--- src/accf_pkg.sv ---
package accf_pkg;
   // result geometry
   localparam int RESULT_W = 56;
   localparam int RESULT_MSB = 55;
   // scaling mode encodings
   localparam logic [1:0] SCALE_NONE = 2'h0;
   localparam logic [1:0] SCALE_DOWN = 2'h1;
   localparam logic [1:0] SCALE_UP = 2'h2;
   // integer portion low bit per mode
   localparam int INT_LO_NONE = 47;
   localparam int INT_LO_DOWN = 48;
   localparam int INT_LO_UP = 46;
   // top pair of the most significant portion (upper bit)
   localparam int MSP_HI_NONE = 47;
   localparam int MSP_HI_DOWN = 48;
   localparam int MSP_HI_UP = 46;
   // saturation widths
   localparam int SAT_W_NORMAL = 48;
   localparam int SAT_W_SIXTEEN = 32;
   // flag positions in the flag vector
   localparam int FLAG_C = 0;
   localparam int FLAG_V = 1;
   localparam int FLAG_Z = 2;
   localparam int FLAG_N = 3;
   localparam int FLAG_U = 4;
   localparam int FLAG_E = 5;
   // flag reset values
   localparam logic [5:0] FLAGS_RESET = 6'h20;
   // carry source select
   typedef enum logic [1:0] {ACCF_CARRY_ARITH, ACCF_CARRY_OTHER, ACCF_CARRY_HOLD} accf_carry_src_t;
endpackage

--- src/accf_flags.sv ---
`timescale 1ns/1ps
// Operation
// - extension clear when integer portion uniform
// - integer portion bits chosen by scaling mode
// - extension resets to one, others zero
// - unnormalized set when top two bits equal
// - unnormalized bit pair chosen by scaling mode
// - negative follows result sign bit
// - zero set when whole result zero
// - overflow set when result unrepresentable
// - saturation mode overflow at 48/32 bits
// - carry from bit 55 add or borrow
// - carry also from bit, rotate, shift ops
module accf_flags
   import accf_pkg::*;
(
   input wire logic clk,
   input wire logic arst_n,
   input wire logic flag_update,
   input wire logic [RESULT_W-1:0] alu_result,
   input wire logic scaling_mode_high,
   input wire logic scaling_mode_low,
   input wire logic arith_overflow,
   input wire logic sat_mode,
   input wire logic sixteen_mode,
   input wire logic [RESULT_W:0] pre_sat_result,
   input wire logic carry_out,
   input wire accf_carry_src_t carry_src,
   input wire logic other_carry,
   output logic flag_extension,
   output logic flag_unnormalized,
   output logic flag_negative,
   output logic flag_zero,
   output logic flag_overflow,
   output logic flag_carry
);

   ////////////////////////////////////////////////////////////////////////
   logic [5:0] flags_reg;
   logic [5:0] flags_next;
   logic [1:0] mode;
   logic ext_bit;
   logic unn_bit;
   logic sat_ovf;
   logic carry_bit;
   // per-mode span and pair results
   logic int_flat_none;
   logic int_flat_down;
   logic int_flat_up;
   logic unn_none;
   logic unn_down;
   logic unn_up;
   // saturation fit results
   logic fit_normal;
   logic fit_sixteen;

   // scaling mode code, high bit first
   assign mode = {scaling_mode_high, scaling_mode_low};

   // elaboration checks on the bit positions named in the package
   if (RESULT_MSB != RESULT_W - 1) begin : g_bad_msb
      $error("accf_flags: sign bit is not the top bit of the result");
   end
   if (INT_LO_UP < 1 || INT_LO_DOWN > RESULT_MSB) begin : g_bad_int
      $error("accf_flags: integer portion outside the result");
   end
   if (MSP_HI_UP < 1 || MSP_HI_DOWN > RESULT_MSB) begin : g_bad_pair
      $error("accf_flags: unnormalized pair outside the result");
   end
   if (SAT_W_SIXTEEN < 2 || SAT_W_NORMAL > RESULT_W) begin : g_bad_sat
      $error("accf_flags: saturation width outside the guarded result");
   end

   ////////////////////////////////////////////////////////////////////////
   // integer portion with no scaling: only sign extension when flat
   accf_flat_span #(
      .WIDTH(RESULT_W),
      .LO(INT_LO_NONE)
   ) u_int_none (
      .word(alu_result),
      .flat(int_flat_none)
   );

   // integer portion when scaling down, one bit shorter
   accf_flat_span #(
      .WIDTH(RESULT_W),
      .LO(INT_LO_DOWN)
   ) u_int_down (
      .word(alu_result),
      .flat(int_flat_down)
   );

   // integer portion when scaling up, one bit longer
   accf_flat_span #(
      .WIDTH(RESULT_W),
      .LO(INT_LO_UP)
   ) u_int_up (
      .word(alu_result),
      .flat(int_flat_up)
   );

   // top pair of the most significant portion, one per mode
   assign unn_none = ~(alu_result[MSP_HI_NONE] ^ alu_result[MSP_HI_NONE-1]);
   assign unn_down = ~(alu_result[MSP_HI_DOWN] ^ alu_result[MSP_HI_DOWN-1]);
   assign unn_up = ~(alu_result[MSP_HI_UP] ^ alu_result[MSP_HI_UP-1]);

   ////////////////////////////////////////////////////////////////////////
   // saturation fit of the guarded result: 48-bit accumulator
   accf_flat_span #(
      .WIDTH(RESULT_W+1),
      .LO(SAT_W_NORMAL-1)
   ) u_fit_normal (
      .word(pre_sat_result),
      .flat(fit_normal)
   );

   // same test for the 32-bit accumulator of sixteen-bit mode
   accf_flat_span #(
      .WIDTH(RESULT_W+1),
      .LO(SAT_W_SIXTEEN-1)
   ) u_fit_sixteen (
      .word(pre_sat_result),
      .flat(fit_sixteen)
   );

   ////////////////////////////////////////////////////////////////////////
   // per-mode extension and unnormalized terms
   always_comb begin
      ext_bit = flags_reg[FLAG_E];
      unn_bit = flags_reg[FLAG_U];
      case (mode)
         SCALE_NONE: begin
            ext_bit = ~int_flat_none;
            unn_bit = unn_none;
         end
         SCALE_DOWN: begin
            ext_bit = ~int_flat_down;
            unn_bit = unn_down;
         end
         SCALE_UP: begin
            ext_bit = ~int_flat_up;
            unn_bit = unn_up;
         end
         default: begin
            // reserved mode: undefined, hold previous values
            ext_bit = flags_reg[FLAG_E];
            unn_bit = flags_reg[FLAG_U];
         end
      endcase
   end

   // saturation overflow and carry source
   always_comb begin
      sat_ovf = sixteen_mode ? ~fit_sixteen : ~fit_normal;
      case (carry_src)
         ACCF_CARRY_ARITH: carry_bit = carry_out;
         ACCF_CARRY_OTHER: carry_bit = other_carry;
         default: carry_bit = flags_reg[FLAG_C];
      endcase
   end

   ////////////////////////////////////////////////////////////////////////
   // next flag vector on flag_update: E, U, N, Z from alu_result, V and C from other inputs
   always_comb begin
      flags_next = flags_reg;
      if (flag_update) begin
         flags_next[FLAG_E] = ext_bit;
         flags_next[FLAG_U] = unn_bit;
         flags_next[FLAG_N] = alu_result[RESULT_MSB];
         flags_next[FLAG_Z] = (alu_result == '0);
         flags_next[FLAG_V] = sat_mode ? (arith_overflow | sat_ovf) : arith_overflow;
         flags_next[FLAG_C] = carry_bit;
      end
   end

   // flag register
   always_ff @(posedge clk or negedge arst_n) begin
      if (!arst_n) begin
         flags_reg <= FLAGS_RESET;
      end else begin
         flags_reg <= flags_next;
      end
   end

   // flag outputs straight from the register
   assign flag_extension = flags_reg[FLAG_E];
   assign flag_unnormalized = flags_reg[FLAG_U];
   assign flag_negative = flags_reg[FLAG_N];
   assign flag_zero = flags_reg[FLAG_Z];
   assign flag_overflow = flags_reg[FLAG_V];
   assign flag_carry = flags_reg[FLAG_C];

endmodule

////////////////////////////////////////////////////////////////////////////
// flat-span test: high when bits WIDTH-1 down to LO of a word are all
// ones or all zeros, so the span is only sign extension of bit LO
module accf_flat_span
   import accf_pkg::*;
#(
   parameter int WIDTH = RESULT_W,
   parameter int LO = INT_LO_NONE
) (
   input wire logic [WIDTH-1:0] word,
   output logic flat
);

   logic all_ones;
   logic all_zeros;

   // elaboration check: the span must lie inside the word
   if (WIDTH < 2 || LO < 0 || LO > WIDTH - 1) begin : g_bad_span
      $error("accf_flat_span: span outside the word");
   end

   // and-reduce and nor-reduce of the span, either one means flat
   assign all_ones = &word[WIDTH-1:LO];
   assign all_zeros = ~(|word[WIDTH-1:LO]);
   assign flat = all_ones | all_zeros;

endmodule

--- config.mk ---
export PLATFORM = sky130hd
export DESIGN_NAME = accf_flags
export DESIGN_NICKNAME = d
export VERILOG_FILES = /design/src/accf_pkg.sv /design/src/accf_flags.sv
export SDC_FILE = /design/constraint.sdc
export NUM_CORES = 1
export LEC_CHECK = 0
export BUFFER_PORTS_ARGS = -buffer_cell sky130_fd_sc_hd__buf_2
export CORE_MARGIN = 8
export CORE_UTILIZATION = 28
export DETAILED_ROUTE_END_ITERATION = 6
export PLACE_DENSITY = 0.9
export SYNTH_ARGS = -nofsm -noshare
export SYNTH_HDL_FRONTEND = slang
export SYNTH_SLANG_ARGS = --single-unit
--- constraint.sdc ---
create_clock -name clk -period 2.6 [get_ports clk]
set_clock_uncertainty 0.05 [all_clocks]
set_input_delay 0.65 -clock clk [delete_from_list [all_inputs] [get_ports clk]]
set_output_delay 0.65 -clock clk [all_outputs]
set_load 0.03 [all_outputs]
; Word level (Yosys, flattened, before mapping)
; Index checks and enable logic that the tools add are counted.
[word_totals]
wordCells = 50
output_inout_bits = 6
ff_bits = 6
in_bits = 125
[op_classes]
bitwise_logic = 22
n_reduce_logical = 17
eq_ne = 3
muxes = 5
[op_table]
columns = cell, count
row1 = $logic_not A56 Y1, 1
row2 = $reduce_and A26 Y1, 1
row3 = $reduce_or A26 Y1, 1
row4 = $reduce_and A10 Y1, 2
row5 = $reduce_or A10 Y1, 2
row6 = $not A1 Y1, 13
row7 = $reduce_and A9 Y1, 1
row8 = $reduce_or A9 Y1, 1
row9 = $reduce_and A8 Y1, 1
row10 = $reduce_or A8 Y1, 1
row11 = $or A1 B1 Y1, 6
row12 = $pmux W1 S3, 2
row13 = $eq A2 B1 Y1 const B, 2
row14 = $logic_not A2 Y1, 2
row15 = $reduce_and A2 Y1, 2
row16 = $reduce_bool A3 Y1, 1
row17 = $xor A1 B1 Y1, 3
row18 = $eq A2 B2 Y1 const B, 1
row19 = $mux W1, 2
row20 = $pmux W1 S2, 1
row21 = $reduce_bool A2 Y1, 1

; Logic depth before layout (Yosys ltp)
; Gate-level depths: netlist of the first run.
[depth]
depth_word = 7
ltp_mapped = 6
depth_no_buf = 6

; Cells and area by module
; Synthesis of the first run repeated with hierarchy kept, for this count alone.
[hier_totals]
cells_unflattened = 104
hier_area_um2 = 812.0
[modules_own_cells]
columns = module, area_per_inst_um2, cells_per_inst, instances, seq_area_each_um2
row1 = accf_flags, 521.8, 55, 1, 151.4
row2 = accf_flat_span at u_fit_sixteen, 120.1, 19, 1, 0.0
row3 = accf_flat_span at u_fit_normal ..., 45.0, 8, 2, 0.0
row4 = accf_flat_span at u_int_none, 42.5, 8, 1, 0.0
row5 = accf_flat_span at u_int_down, 37.5, 6, 1, 0.0

; Worst setup path after synthesis of the first run
; Ideal clock, no wire load.
[synth_timing]
kind = input-to-reg
start = input pre_sat_result[48]
end = register flags_reg[1]
slack_ns = 0.680
path_stages = 3
setup_time_ns = 0.123
required_time_ns = 2.427
t_arrival_ns = 1.747
path_buffers = 0
path_cell_list = or4_4 > or4_1 > o221a_2
[synth_via]
elab_chain_len = 7
word_cells_on_any_way = 13
classes_between = mux (2) / bitwise (7) / reduce/logical (4)
[synth_lines]
columns = item, line
row1 = start: declaration, accf_flags.sv:26  ; input wire logic [RESULT_W:0] pre_sat_result,
row2 = $reduce_or A26 Y1 or $reduce_or A10 Y1 (tied branches), accf_flags.sv:218  ; assign all_zeros = ~(|word[WIDTH-1:LO]);
row3 = $not A1 Y1, accf_flags.sv:218
row4 = $or A1 B1 Y1, accf_flags.sv:219  ; assign flat = all_ones | all_zeros;
row5 = $not A1 Y1, accf_flags.sv:154  ; sat_ovf = sixteen_mode ? ~fit_sixteen : ~fit_normal;
row6 = $mux W1 *, accf_flags.sv:154
row7 = $or A1 B1 Y1 *, accf_flags.sv:171  ; flags_next[FLAG_V] = sat_mode ? (arith_overflow | sat_ovf) : arith_overflow;
row8 = $mux W1 *, accf_flags.sv:171
row9 = end signal: assignment, accf_flags.sv:181  ; flags_reg <= flags_next;
row10 = end: declaration, accf_flags.sv:39  ; logic [5:0] flags_reg;
; Every way passes the cells marked *; elsewhere a longest branch is shown, timed or not.
; A chain may end at the register's enable or synchronous reset.

; Worst setup path after layout of the first run
; Same ends and word-level chain as after synthesis.

==> impl_results.md, run 1 <==
* CP Cell Sequence: buf_2, or4_4, or4_1, o221a_2
* Die Wd at between 60 and 70 um
* Power density over the cells at between 200 and 300 nW/um^2
* Post-Syn Area at 706.9 um^2
* WL per Instance at approximately 14 um
* Max_cap viols at 0
* Cell Int Power at roughly 0.25 mW
* RSZ-0062 raised after global routing: no
* Slew of the pin with the lowest slew margin at roughly 0.39 ns
* Via-to-Cell Ratio at between 5 and 6
* Synth Register Bits at 6
* Sw frac at 32.47%
* Input/output buffers at 99
* Async SR Flop Fraction at between 90% and 100%
* CTS Buf Count at 3
* Initial Util at roughly 29%
* Placed Area at roughly 1200 um^2
* Clk slew on worst S/H paths at 0.05 ns
* Slew Limit Fails at 0
* Top cells by count, synth: nor4_1 (17), nand4_1 (11), inv_1 (8), ha_1 (7)
* Post-route design area at between 1000 and 1500 um^2
* Hold-fix buffers at CTS at 0
* RD Place Congestion at around 0.82
* Worst VDD drop at between 0.15 and 0.2 mV
* Met1 Use GR at between 10% and 20%
* Sink Count at 6
* Synthesized area per cell at 8.033 um^2
* Total track usage at a little over an eighth
* Sequential share of power at a little under a third
* Antenna diode count at 0
* Fillcell total at around 270
* Yosys top cell by area: dfrtp_1
* CTS Buffer Depth at 2
* Register area share after synthesis at between 20 and 25%
* Slowest CP cell: or4_4
* Largest net degree at the start of global routing at 8
* Post-CTS Setup Repair Bufs at 0
* Area of the core at approximately 2400 um^2
* Worst setup EP type: register
* Total Die Area at between 4000 and 5000 um^2
* GR Util met2 at 23.88%
* Layout cells sized above 1 at a little under three fifths
* First-pass DRT Iterations at 4
* Placement row count at 18
* Syn_nets at 220
* DRC viols at 0
* Multi-input gate area at between 500 and 600 um^2
* Post-synth top area share at ~18%
* Post-route setup TNS at 0 ns
* Number of H-tree levels at 1
* Area grow syn2layout at 79.11%
* Fmax at 554.1 MHz
* Syn Inst Count at 88
* CTS tree: built
* Logic pwr share at about 44%
* Antenna-violating nets left at 0
* Startpoint Class: primary input
* Post-CTS sizing at 0
* Post-route minimum period at 1.805 ns
* Kind of critical path: in -> reg
* Req. time, crit path at ~2.7 ns
* CTS Root Cell: clkbuf_4
* Net Switching at roughly 0.12 mW
* Worst path max stage delay at ~0.53 ns
* Iter 0 DRT Violations at 19
* YS warnings at 0
* Clock power frac at about a quarter
* Most common cell in the netlist: nor4_1
* Synth area leaders: dfrtp_1 (18%), nor4_1 (15%), ha_1 (12%), nand4_1 (9.7%), inv_1 (4.2%)
* Final setup viols at 0
* Leak at 0.6679 nW
* Clock latency on the worst-skew pair at roughly 0.24 ns
* Status: finished clean
* Cell variety after synth at 30
* Hpwl dp at between 2000 and 3000 um
* Normalized max-slew margin at between 70 and 80%
* Final Hold Violating Endpoints at 0
* Worst path arrival time at 1.89 ns
* M3 GR Usage at about 6.3%
* Top Ports at between 100 and 150
* Predominant post-synthesis flop cell: dfrtp_1
* Via count at approximately 1,100
* Vias in the first global route at 1,237
* Gr ovfl total at 0
* Grt peak-use layer: met2
* Initial antenna violation count at 0
* Routed Wire Length at about 3000 um
* Max FFs per register at 6
* Post-synth EDFFs at 0
* Worst Hold Class: in -> async
* Die Y at 66.25 um
* Layout Nets at roughly 320
* First-pass GRT wire length at between 4000 and 5000 um
* Critical path fanouts, max at 2
* FF/Latch Area at between 150 and 200 um^2
* Final Cycle Share at a little over two thirds
## power by group through the flow
stage / Sequential (mW) / Clock [mW] / Combinational, mW
detailed placement: 0.112 / 0 / 0.164
global route: 0.112 / 0.0984 / 0.180
CTS: 0.111 / 0.0974 / 0.164
floorplan: 0.135 / 0 / 0.0409
finish: 0.111 / 0.0918 / 0.162
global placement: 0.112 / 0 / 0.159
## layer usage
layer	vias to the layer above	share of wire, %	routed length [um]
li1	563	-	-
met1	505	37	1096
met2	54	51	1539
met3	2	12	350
met4	0	0.47	14
met5	-	0	0
## path summary, 6_finish.rpt
path / depth (start not counted) / from / slack (ns) / endpoint
setup / recovery: 4 / pre_sat_result[48] / 0.80 / flags_reg[1]
hold / removal: 1 / arst_n / 0.17 / flags_reg[3]
setup reg to reg: 3 / flags_reg[1] / 1.14 / flags_reg[1]
hold reg to reg: 2 / flags_reg[5] / 0.42 / flags_reg[5]
max in group asynchronous: 1 / arst_n / 2.10 / flags_reg[5]
min in group clk: 2 / flags_reg[5] / 0.42 / flags_reg[5]
## layout by cell type, fill, tap and decap left out, types with 2 or more instances in the layout
cell type  count
dfrtp_1        5
nor4_1        17
inv_1          8
ha_1           7
nand4_1       11
nand2b_1       3
nand3_1        4
mux2_2         2
nor2_1         3
clkbuf_4       3
nand2_1        5
buf_2         99
nor4b_1        2
nor3_1         3
## cell type report
cell class	instances	area share [%]
multi-input combinational	74	41.50
timing repair buffer	99	39.13
sequential	6	11.96
tap	30	2.964
inverter	8	2.372
clock buffer	4	2.075
## kinds of logic after synthesis
kind of cell / share of synthesized area [%]
AO/OA/AOI/OAI: 11.33
XOR/XNOR: 1.239
adder cells (fa/ha/maj): 12.39
buffers and inverters: 4.248
flip-flops: 21.42
multiplexers: 4.602
AND/OR/NAND/NOR: 44.78
## worst max-delay path: cells and delay by family
family,cells,cell delay (ns)
simple gates,2,1.00
compound gates,1,0.13
buf+inv,1,0.10
## metrics by stage
step	worst slack, ns	utilization [%]	power, mW	std cells	hold WS [ns]
2_1_floorplan	0.6803	-	0.1760	88	0.3044
5_1_grt	0.7191	52.06	0.3904	221	0.1724
3_3_place_gp	0.5415	50.98	0.2716	217	0.4078
6_report	0.7953	52.06	0.3647	221	0.1689
3_5_place_dp	0.5318	50.98	0.2764	217	0.4222
4_1_cts	0.7988	52.06	0.3728	221	0.1672
Power figures use the tool's default switching activity.
==> run 2: changes to the inputs <==
--- a/config.mk
+++ b/config.mk
@@ -6,10 +6,11 @@
 export NUM_CORES = 1
 export LEC_CHECK = 0
 export BUFFER_PORTS_ARGS = -buffer_cell sky130_fd_sc_hd__buf_2
+export CORE_ASPECT_RATIO = 2
 export CORE_MARGIN = 8
-export CORE_UTILIZATION = 28
+export CORE_UTILIZATION = 23
 export DETAILED_ROUTE_END_ITERATION = 6
-export PLACE_DENSITY = 0.9
+export PLACE_DENSITY = 0.79
 export SYNTH_ARGS = -nofsm -noshare
 export SYNTH_HDL_FRONTEND = slang
 export SYNTH_SLANG_ARGS = --single-unit
==> constraint.sdc (replaced) <==
create_clock -name clk -period 1.5 [get_ports clk]
set_clock_uncertainty 0.05 [all_clocks]
set_input_delay 0.375 -clock clk [delete_from_list [all_inputs] [get_ports clk]]
set_output_delay 0.375 -clock clk [all_outputs]
set_load 0.03 [all_outputs]
==> run 2 against run 1 <==
Combinational power rose by 93%. Critical endpoint unchanged. Count of clock-buffer cells in the layout stayed put. Sequential share of layout area is 1.2 points lower. Flip-flop and latch count unchanged. First-iteration DRC count fell by 63%. Via count increased by 4.1%. Sequential power grew 75%.
==> impl_results.md, run 2 (synthesized netlist as in run 1, its figures left out) <==
* Antenna diode count at 0
* Power density over the cells at ~540 nW/um^2
* Fmax at 671.7 MHz
* Critical path fanouts, max at 2
* Kind of critical path: in -> reg
* First-pass GRT wire length at between 5000 and 6000 um
* Iter 0 DRT Violations at 7
* Normalized max-slew margin at 77.74%
* Total Die Area at roughly 5200 um^2
* Layout Nets at about 330
* Hpwl dp at between 3000 and 4000 um
* Leak at about 0.73 nW
* Worst R2R Path Depth at 3
* Area grow syn2layout at 99.82%
* Initial Util at about 24%
* Routed Wire Length at 3334 um
* First-pass DRT Iterations at 2
* Worst Hold Class: in -> reg
* Req. time, crit path at approximately 1.6 ns
* Commonest non-fill, non-tap cells in the layout: buf_2 (99), nor4_1 (13), nand4_1 (11), inv_1 (8), buf_4 (8)
* Logic pwr share at between 40% and 50%
* Clk slew on worst S/H paths at 0.04 ns
* Die Y at between 90 and 100 um
* Max FFs per register at 6
* Cell Int Power at 0.5280 mW
* Hold path depth at 2
* Final core utilization at around half
* Worst VDD drop at about 0.55 mV
* Final Hold Violating Endpoints at 0
* Worst path arrival time at ~1.5 ns
* Net Switching at between 0.2 and 0.25 mW
* Slew of the pin with the lowest slew margin at around 0.33 ns
* Antenna-violating nets left at 0
* Fillcell total at around 320
* CTS tree: built
* CTS Root Cell: clkbuf_8
* Final Cycle Share at between 90% and 100%
* Clock latency on the worst-skew pair at 0.22 ns
* Sink Count at 6
* Worst setup EP type: register
* Top Ports at 131
* DRC viols at 0
* Sequential share of power at between 20% and 30%
* Via-to-Cell Ratio at 5.087
* Vias in the first global route at approximately 1,300
* RD Place Congestion at approximately 0.83
* Gr ovfl total at 0
* Post-CTS Setup Repair Bufs at 0
* Startpoint Class: primary input
* Post-route minimum period at around 1.5 ns
* CTS Buf Count at 3
* CTS Buffer Depth at 2
* Input/output buffers at just under 100
* Layout cells sized above 1 at between 60% and 70%
* Largest net degree at the start of global routing at 7
* Via count at 1,170
* Final setup viols at 0
* Placement row count at 28
* Post-route setup TNS at 0 ns
* Sw frac at approximately 30%
* Most common cell after layout, fill and taps aside: buf_2
* Slew Limit Fails at 0
* Number of H-tree levels at 1
* Area of the core at slightly below 3000 um^2
* Clock power frac at between 30% and 40%
* Status: finished clean
* Initial antenna violation count at 0
* Total track usage at 12.32%
* RSZ-0062 raised after global routing: yes
* Max_cap viols at 0
* WL per Instance at roughly 14 um
* Die Wd at about 55 um
run 2: critical path, cell delays in order:
cell and delay (ns):
buf_2 0.10, or4_4 0.53, or4_1 0.40, o221a_2 0.13
run 2: power by group through the flow:
stage	Combinational (mW)	Clock, mW	Sequential [mW]
6_report	0.313	0.250	0.194
3_3_place_gp	0.296	0	0.196
4_1_cts	0.306	0.261	0.194
2_1_floorplan	0.0709	0	0.235
5_1_grt	0.345	0.270	0.198
3_5_place_dp	0.302	0	0.196
run 2: stage by stage:
stage          hold WS [ns]  total power [mW]  setup WS, ns  instance area [um^2]  std cells
2_1_floorplan       0.02941            0.3056      -0.07642                 708.2         88
3_3_place_gp         0.1620            0.4918       -0.2448                  1301        225
3_5_place_dp         0.1594            0.4982       -0.2801                  1301        225
4_1_cts              0.3745            0.7612     0.0006374                  1363        230
5_1_grt              0.3924            0.8133      -0.06299                  1413        230
6_report             0.3784            0.7581       0.01131                  1413        230
run 2: per-layer routing:
| layer | up-vias | track usage, % | part of all wire [%] |
|---|---|---|---|
| li1 | 585 | - | - |
| met1 | 514 | 11.09 | 35 |
| met2 | 69 | 23.50 | 53 |
| met3 | 2 | 6.586 | 12 |
| met4 | 0 | 2.479 | 0.39 |
| met5 | - | 0 | 0 |
run 2: what timing repair did:
item / 4_1_cts / 5_1_grt
hold buffers: 1 / 0
pin swaps: 0 / 2
hold endpoints to repair: 5 / 0
setup endpoints to repair: 1 / 2
gates resized for setup: 1 / 7
run 2: worst paths after layout:
path	startpoint	to	slack [ns]
min in group asynchronous	arst_n	flags_reg[1]	0.47
worst max-delay path	pre_sat_result[48]	flags_reg[1]	0.01
worst min-delay path	alu_result[55]	flags_reg[3]	0.38
max in group asynchronous	arst_n	flags_reg[5]	0.71
worst min register to register	flags_reg[0]	flags_reg[0]	0.42
worst max register to register	flags_reg[1]	flags_reg[1]	0.02
run 2: layout make-up:
class / instances / area (um^2) / area share (%)
multi-input combinational: 74 / 581.8 / 41.19
timing repair buffer: 108 / 565.5 / 40.04
sequential: 6 / 152.6 / 10.81
clock buffer: 4 / 45.04 / 3.189
tap: 30 / 37.54 / 2.657
inverter: 8 / 30.03 / 2.126
